File: src/design/sbdz_pkg.sv
package sbdz_pkg;

  // ---------------------------------------------------------------------
  // widths and constants
  // ---------------------------------------------------------------------
  localparam int unsigned   DATA_W      = 8;
  localparam logic [7:0]    BYTE_ZERO   = 8'h00;
  localparam logic [7:0]    BYTE_ONE    = 8'h01;
  localparam logic [7:0]    DATA_RST    = 8'h00;
  localparam logic          FLAG_RST    = 1'b0;
  // dummy cycles added when the decrement result skips the next opcode
  localparam int unsigned   SKIP_DUMMY_CYCLES = 1;

  // ---------------------------------------------------------------------
  // sequencing states
  // ---------------------------------------------------------------------
  typedef enum logic {
    st_idle,
    st_dummy
  } exec_state_type;

endpackage

File: src/design/sub_borrow_alu.sv
// 8-bit subtract with inverted carry as borrow-in; flags use the
// no-borrow convention, so carry and half carry read 1 when nothing borrows
module sub_borrow_alu
(
  // operands
  input  wire logic [7:0] minuend,
  input  wire logic [7:0] subtrahend,
  input  wire logic       carry_in,
  // result
  output logic      [7:0] difference,
  output logic            carry_out,
  output logic            half_carry_out,
  output logic            overflow_out,
  output logic            sign_out
);

  logic [8:0] wide;
  logic [4:0] low;

  always_comb
  begin
    wide = {1'b0, minuend} - {1'b0, subtrahend} - {8'h00, ~carry_in};
    low  = {1'b0, minuend[3:0]} - {1'b0, subtrahend[3:0]}
           - {4'h0, ~carry_in};
    difference     = wide[7:0];
    carry_out      = ~wide[8];
    half_carry_out = ~low[4];
    // signed overflow: operand signs differ and result sign left minuend's
    overflow_out   = (minuend[7] ^ subtrahend[7])
                     & (minuend[7] ^ wide[7]);
    // true sign of the signed difference, corrected for overflow
    sign_out       = wide[7] ^ overflow_out;
  end

endmodule // sub_borrow_alu

File: src/design/sub_borrow_decrement_skip_exec.sv
// Operation
// - subtract writes acc minus mem minus not-carry
// - negative difference clears carry flag
// - zero or positive difference sets carry
// - subtract updates all six arithmetic flags
// - decrement writes addressed byte minus one back
// - zero decrement result skips following instruction
// - skip inserts one dummy cycle, two total
// - nonzero result continues without skip cycle
module sub_borrow_decrement_skip_exec
(
  // clock and reset
  input  wire logic       mclk,
  input  wire logic       arst_n,
  // decoded instruction
  input  wire logic       op_valid,
  input  wire logic       op_subtract_borrow_to_memory,
  input  wire logic       op_decrement_skip_if_zero,
  // operands
  input  wire logic [7:0] acc_in,
  input  wire logic [7:0] mem_rdata,
  input  wire logic       carry_in,
  input  wire logic       chained_zero_in,
  // data memory write
  output logic            mem_we,
  output logic      [7:0] mem_wdata,
  // flag writeback
  output logic            flag_we,
  output logic            carry_flag,
  output logic            zero_flag,
  output logic            half_carry_flag,
  output logic            arith_range_exceeded_flag,
  output logic            signed_borrow_result_flag,
  output logic            chained_zero_flag,
  // sequencing
  output logic            skip_next,
  output logic            busy
);

  // ---------------------------------------------------------------------
  // state
  // ---------------------------------------------------------------------
  typedef struct packed {
    sbdz_pkg::exec_state_type st;
    logic                     mem_we;
    logic [7:0]               wdata;
    logic                     flag_we;
    logic                     c;
    logic                     z;
    logic                     half_c;
    logic                     range_exc;
    logic                     sgn_b;
    logic                     chain_z;
    logic                     skip;
    logic                     busy;
  } exec_regs_type;

  exec_regs_type s_r;
  exec_regs_type s_nxt;

  logic [7:0] diff;
  logic       alu_c;
  logic       alu_hc;
  logic       alu_range;
  logic       alu_sign;
  logic [7:0] dec;
  logic       take;

  // ---------------------------------------------------------------------
  // datapath
  // ---------------------------------------------------------------------
  sub_borrow_alu u_alu
  (
    .minuend        (acc_in),
    .subtrahend     (mem_rdata),
    .carry_in       (carry_in),
    .difference     (diff),
    .carry_out      (alu_c),
    .half_carry_out (alu_hc),
    .overflow_out   (alu_range),
    .sign_out       (alu_sign)
  );

  // plain 8-bit subtract wraps 00 to ff, which is nonzero so no skip
  assign dec  = mem_rdata - sbdz_pkg::BYTE_ONE;
  // the dummy cycle owns the pipe; an opcode offered during it is ignored
  assign take = op_valid && (s_r.st == sbdz_pkg::st_idle);

  // ---------------------------------------------------------------------
  // next state
  // ---------------------------------------------------------------------
  always_comb
  begin
    s_nxt         = s_r;
    s_nxt.mem_we  = 1'b0;
    s_nxt.flag_we = 1'b0;
    s_nxt.skip    = 1'b0;
    s_nxt.busy    = 1'b0;
    s_nxt.st      = sbdz_pkg::st_idle;
    unique case (s_r.st)
      sbdz_pkg::st_idle:
      begin
        if (take && op_subtract_borrow_to_memory)
        begin
          s_nxt.mem_we    = 1'b1;
          s_nxt.wdata     = diff;
          s_nxt.flag_we   = 1'b1;
          s_nxt.c         = alu_c;
          s_nxt.z         = (diff == sbdz_pkg::BYTE_ZERO);
          s_nxt.half_c    = alu_hc;
          s_nxt.range_exc = alu_range;
          s_nxt.sgn_b     = alu_sign;
          // chained zero only stays set while every byte of a chain is zero
          s_nxt.chain_z   = chained_zero_in
                            && (diff == sbdz_pkg::BYTE_ZERO);
        end
        else if (take && op_decrement_skip_if_zero)
        begin
          s_nxt.mem_we = 1'b1;
          s_nxt.wdata  = dec;
          if (dec == sbdz_pkg::BYTE_ZERO)
          begin
            s_nxt.skip = 1'b1;
            s_nxt.busy = 1'b1;
            s_nxt.st   = sbdz_pkg::st_dummy;
          end
          else
          begin
            // nonzero: the next opcode may follow at once
            s_nxt.st = sbdz_pkg::st_idle;
          end
        end
      end
      sbdz_pkg::st_dummy:
      begin
        // the skipped opcode is in fetch: any offer now is dropped
        s_nxt.st = sbdz_pkg::st_idle;
      end
    endcase
  end

  always_ff @(posedge mclk or negedge arst_n)
  begin
    if (!arst_n)
    begin
      s_r         <= '0;
      s_r.st      <= sbdz_pkg::st_idle;
      s_r.wdata   <= sbdz_pkg::DATA_RST;
      s_r.c       <= sbdz_pkg::FLAG_RST;
    end
    else
    begin
      s_r <= s_nxt;
    end
  end

  assign mem_we                    = s_r.mem_we;
  assign mem_wdata                 = s_r.wdata;
  assign flag_we                   = s_r.flag_we;
  assign carry_flag                = s_r.c;
  assign zero_flag                 = s_r.z;
  assign half_carry_flag           = s_r.half_c;
  assign arith_range_exceeded_flag = s_r.range_exc;
  assign signed_borrow_result_flag = s_r.sgn_b;
  assign chained_zero_flag         = s_r.chain_z;
  assign skip_next                 = s_r.skip;
  assign busy                      = s_r.busy;

  logic sb_go;
  logic dz_go;
  assign sb_go = take && op_subtract_borrow_to_memory;
  assign dz_go = take && !op_subtract_borrow_to_memory
                 && op_decrement_skip_if_zero;
endmodule // sub_borrow_decrement_skip_exec

File: config.mk
export PLATFORM = sky130hd
export DESIGN_NAME = sub_borrow_decrement_skip_exec
export DESIGN_NICKNAME = d
export VERILOG_FILES = /design/src/design/sbdz_pkg.sv /design/src/design/sub_borrow_alu.sv /design/src/design/sub_borrow_decrement_skip_exec.sv
export SDC_FILE = /design/constraint.sdc
export NUM_CORES = 1
export LEC_CHECK = 0
export BUFFER_PORTS_ARGS = -buffer_cell sky130_fd_sc_hd__buf_2
export CAP_MARGIN = 20
export CELL_PAD_IN_SITES_DETAIL_PLACEMENT = 2
export CELL_PAD_IN_SITES_GLOBAL_PLACEMENT = 2
export CORE_UTILIZATION = 27
export DETAILED_ROUTE_END_ITERATION = 8
export PLACE_DENSITY = 0.76
export REMOVE_ABC_BUFFERS = 1
export SLEW_MARGIN = 40
export SYNTH_ARGS = -nofsm -noshare
export SYNTH_HDL_FRONTEND = slang
export SYNTH_SLANG_ARGS = --single-unit
File: constraint.sdc
create_clock -name mclk -period 1.4 [get_ports mclk]
set_clock_uncertainty 0.1 [all_clocks]
set_input_delay 0.14 -clock mclk [delete_from_list [all_inputs] [get_ports mclk]]
set_output_delay 0.14 -clock mclk [all_outputs]
set_load 0.05 [all_outputs]
======== Word-level counts from Yosys, hierarchy flattened ========
Cells that the tools add are included.
cells by class
  $lt $le $gt $ge ......................... 0
  reductions and logical operators ........ 9
  muxes and demuxes ....................... 10
  equality and inequality tests ........... 0
  $add $sub $neg .......................... 5
  bitwise gates (word level) .............. 8
  shift operators ......................... 0
  multipliers ............................. 0
  div/mod/pow operators ................... 0
operators by type and width
  kind                 count
  $mux 18              1
  $logic_not 8->1      2
  $mux 10              1
  $mux 9               1
  $sub 8x8->9          1
  $sub 9x1->9          1
  $sub 8x1->8 const B  1
  $mux 7               1
  $mux 2               3
  $sub 4x4->5          1
  $sub 5x1->5          1
  $logic_and 1x1->1    4
  $not 1->1            4
  $reduce_and 2->1     2
  $xor 1x1->1          3
  $mux 1               2
  $pmux 1 s2           1
  $reduce_bool 2->1    1
  $and 1x1->1          1
word-level totals
  memory bits (writable) .................. 0
  memory bits (read-only) ................. 0
  memories kept ........................... 0
  bits in latches ......................... 0
  bits in registers ....................... 19
  logic and storage cells ................. 44
  bits of input ports ..................... 23
  output and inout port bits .............. 18

======== Logic depth before layout (Yosys ltp) ========
  depth in word-level cells ............... 7
  mapped depth ............................ 9
  depth with buffers taken out ............ 9

======== Cells and area by module ========
From an unflattened synthesis, not the netlist that was laid out.
second synthesis, totals
  cell total of the unflattened synthesis .. 182
  area, all modules ....................... 1521.5 sq um
modules (own cells, without submodules)
  module                          sequential area each (sq um)  area an instance (sq um)  times used  cells each
  sub_borrow_decrement_skip_exec  425.4                         930.9                     1           105
  sub_borrow_alu                  0.0                           590.6                     1           77

======== Worst setup path before layout ========
No wires, ideal clock.
  kind .................................... in2reg
  start ................................... in acc_in[0]
  end ..................................... reg s_r (netlist bit zero_flag)
  data arrival time ....................... 1.896 ns
  stages on the path ...................... 8
  required time ........................... 1.205 ns
  slack ................................... -0.692 ns
  cells stage by stage .................... inv_1 > fa_1 > fa_1 > a21bo_2 > o211ai_1 > xnor2_1 > inv_1 > o31ai_1
between the ends
  word-level cells in the longest chain between the ends .. 3
RTL lines
  item                    RTL line                               source
  start: declaration      sub_borrow_decrement_skip_exec.sv:20   input wire logic [7:0] acc_in,
  $sub 8x8->9             sub_borrow_alu.sv:22                   wide = {1'b0, minuend} - {1'b0, subtrahend} - {8'h00, ~carry_in};
  $sub 9x1->9             sub_borrow_alu.sv:22
  $logic_not 8->1         sub_borrow_decrement_skip_exec.sv:109  s_nxt.z = (diff == sbdz_pkg::BYTE_ZERO);
  end signal: assignment  sub_borrow_decrement_skip_exec.sv:153  s_r <= s_nxt;
  end: declaration        sub_borrow_decrement_skip_exec.sv:58   exec_regs_type s_r;
Every way passes these cells.
A chain may end at the register's enable or synchronous reset.

======== Worst setup path after layout ========
  start ................................... in carry_in
  end ..................................... reg s_r (netlist bit chained_zero_flag)
between the ends
  word-level cells in the longest chain between the ends .. 4
RTL lines
  item                RTL line                               source
  start: declaration  sub_borrow_decrement_skip_exec.sv:22   input wire logic carry_in,
  $not 1->1           sub_borrow_alu.sv:22
  $sub 9x1->9         sub_borrow_alu.sv:22
  $logic_not 8->1     sub_borrow_decrement_skip_exec.sv:115  && (diff == sbdz_pkg::BYTE_ZERO);
  $logic_and 1x1->1   sub_borrow_decrement_skip_exec.sv:115
Every way passes these cells.

==> results.py <==
metrics = {
    "clock_network": {
        "clockBufferDepth": 2,
        "cts_tree": "built",
        "cts.sinks": 17,
        "cts_root_buffer": "clkbuf_8",
        "clk_latency_ns": 0.25,
        "cts_max_level": 1,
        "clkTransAtPathRegs_ns": 0.08,
        "cts_made_buffers": 3,
    },
    "yosys": {
        "synth_top_area_share": 0.295,
        "netlist_instances": 167,
        "syn-cell-area_um2": 1440,
        "seq_area_frac_synth": 0.295,
        "ys.flop_type": "dfrtp_1",
        "synth_cell_types": 39,
        "ys_warn_count": 0,
        "async_flop_share": 1.00,
        "syn_area_per_cell_um2": 8.65,
        "ys_ff_latch": 17,
        "synth_area_leaders": "dfrtp_1 29%, ha_1 14%, inv_1 7.0%",
        "synth_top_area_cell": "dfrtp_1",
        "synth_edf_count": 0,
    },
    "timing": {
        "fmax_mhz": 477,
        "slew_viol_final": 0,
        "worstMarginPinSlew_ns": 0.411,
        "tns_ns": -5.27,
        "hold_viol": 0,
        "slew_headroom": 0.726,
        "setup_violations": 15,
        "finalCriticalPeriod_ns": 2.10,
        "rsz0062_at_grt": "yes",
        "fin_crit_sh": 1.50,
        "setup_slack_ns": -0.698,
    },
    "critical_path": {
        "crit_path_start_kind": "input pin",
        "r2r_slack_ns": -0.44,
        "arrival_ns": 2.16,
        "path_max_fanout": 2,
        "r2r-start": "s_r[18]$_DFF_PN0_",
        "cp-startpoint": "carry_in",
        "rr_worst_depth": 6,
        "criticalPathCategory": "input pin to flop",
        "critPathCaptureType": "flop",
        "cp.required_ns": 1.46,
        "r2r_end": "chained_zero_flag$_DFFE_PN0P_",
    },
    "global_route": {
        "globalRouteOverflowTotal": 0,
        "grt_pass1_vias": 1684,
        "grt_pass1_wl_mm": 8.68,
        "grt_max_degree": 18,
        "grt_use_total": 0.214,
        "antenna_found_initial": 0,
    },
    "die": {
        "die_h_um": 75.1,
        "io_pins": 41,
        "core_area_um2": 5140,
        "row_count": 26,
        "start_util": 0.281,
        "die_area_um2": 5640,
        "die_w_um": 75.1,
    },
    "pwr": {
        "p_leak_nw": 1.19,
        "finalPower_mw": 2.48,
        "ir_drop_mv": 0.345,
        "pwr_density_cell_nw_per_um2": 1020,
    },
    "cells_and_area": {
        "area_growth_pct": 68.5,
        "seq_area_um2": 425,
        "multi_input_area_um2": 1230,
        "drive_gt1_frac": 0.532,
        "final_nets": 290,
        "fill_cells": 579,
        "diodes": 0,
    },
    "worst_hold_path": {
        "worstHoldEndpoint": "chained_zero_flag$_DFFE_PN0P_",
        "hold_path.class": "input pin to flop",
        "min_from": "chained_zero_in",
        "holdPathStages": 3,
    },
    "routing": {
        "met2_length_mm": 3.63,
        "vias": 1553,
        "ant_nets": 0,
        "top_layer": "met4",
        "post-route-drc-count": 0,
        "post_drt_via_cell_ratio": 4.88,
        "routedWlPerCell_um": 20.6,
        "first_pass_iters": 4,
        "drtIter0Drc": 65,
        "wl_met1_mm": 2.61,
        "finalWirelength_mm": 6.56,
        "wl_met3_um": 176,
    },
    "placement": {
        "dpl.hpwl_mm": 4.00,
        "gp_congestion": 0.765,
        "numPortBuffers": 40,
    },
    "run_status": {
        "status": "finished with violations",
        "violations": "setup timing",
    },
    "flow_run": {
        "cap_violations": 0,
    },
}
stage by stage:
step / std cells / setup slack, ns / cell area (um2) / util / hold slack, ns
6_report: 318 / -0.698 / 2430 / 0.473 / 0.167
5_1_grt: 318 / -0.750 / 2430 / 0.473 / 0.161
4_1_cts: 315 / -0.565 / 2200 / 0.427 / 0.0433
3_5_place_dp: 306 / -1.02 / 1960 / 0.381 / -0.00806
3_3_place_gp: 306 / -0.891 / 1960 / 0.381 / -0.0184
2_1_floorplan: 163 / -0.925 / 1420 / - / -0.256
synth_stat cells, types with 3 or more instances:
library cell,count
a21o_1,3
a21oi_1,7
dfrtp_1,17
ha_1,16
inv_1,27
nand2_1,16
nand3_1,3
nand3b_1,3
nor2_1,11
nor3_1,4
nor4_1,3
o21ai_0,11
xnor2_1,7
xor2_1,7
routing by layer:
layer | up-vias | track usage
met5 | - | 0
met4 | 0 | 0.105
met3 | 11 | 0.0254
met2 | 39 | 0.387
met1 | 773 | 0.250
li1 | 730 | -
worst max-delay path: stages:
cell and delay (ns):
buf_6 0.08, inv_4 0.03, fa_2 0.40, fa_2 0.36, a21bo_2 0.22, and2b_2 0.22, xor2_2 0.16, nand4_1 0.23
o31ai_4 0.33
layout make-up:
type | count | area share
multi-input cells | 119 | 0.504
repair buffers | 81 | 0.223
flip-flops and latches | 17 | 0.175
inverters | 27 | 0.0427
well taps | 70 | 0.0360
clock buffers | 3 | 0.0170
clock inverters | 1 | 0.00206
power breakdown:
part	internal, mW	leakage (nW)	total [mW]	switching (mW)
sequential	0.567	0.211	0.613	0.0456
combinational	0.583	0.955	1.48	0.900
clock	0.198	0.0255	0.388	0.190
total	1.35	1.19	2.48	1.14
state kept, by name, indices dropped and copies added, names as in the netlist:
signal and flops:
mem_wdata 8, arith_range_exceeded_flag 1, carry_flag 1, chained_zero_flag 1
flag_we 1, half_carry_flag 1, mem_we 1, s_r 1
signed_borrow_result_flag 1, zero_flag 1
repair_timing:
item                                    in CTS  in global routing
endpoints found under the hold margin       17                  0
endpoints found under the setup margin      15                 15
gates resized for setup                     38                 38
hold buffers                                 1                  0
setup buffers                                4                  4
pin swaps                                   16                 20
cell usage in the layout, fill, tap and decap left out, types with 3 or more instances in the layout:
cell,Yosys,final
a21oi_1,7,5
nand2_1,16,14
buf_6,0,4
inv_2,0,3
ha_4,0,5
nor2_1,11,9
buf_4,2,37
a21o_1,3,3
xor2_1,7,5
dfrtp_1,17,17
clkbuf_8,0,3
nand3b_1,3,3
buf_2,0,38
inv_1,27,23
ha_1,16,11
nand3_1,3,3
o21ai_1,0,5
xnor2_2,0,5
cell families (layout without fill, tap and decap cells):
family,after synthesis,count (layout),share of synthesized area
buffers and inverters,31,112,0.0858
xor gates and xnor gates,15,15,0.101
adders and majority gates,18,18,0.166
and+or+nand+nor,50,50,0.186
AOI/OAI and AO/OA,36,36,0.166
DFF,17,17,0.295
worst max-delay path by stage:
stage	cells past startpoint	to	slack [ns]
floorplan	6	chained_zero_flag$_DFFE_PN0P_	-0.93
global placement	10	signed_borrow_result_flag$_DFFE_PN0P_	-0.89
detailed placement	9	zero_flag$_DFFE_PN0P_	-1.02
CTS	9	zero_flag$_DFFE_PN0P_	-0.56
global route	9	chained_zero_flag$_DFFE_PN0P_	-0.75
finish	9	chained_zero_flag$_DFFE_PN0P_	-0.70
Note: power is estimated with default switching activity, not from simulation.
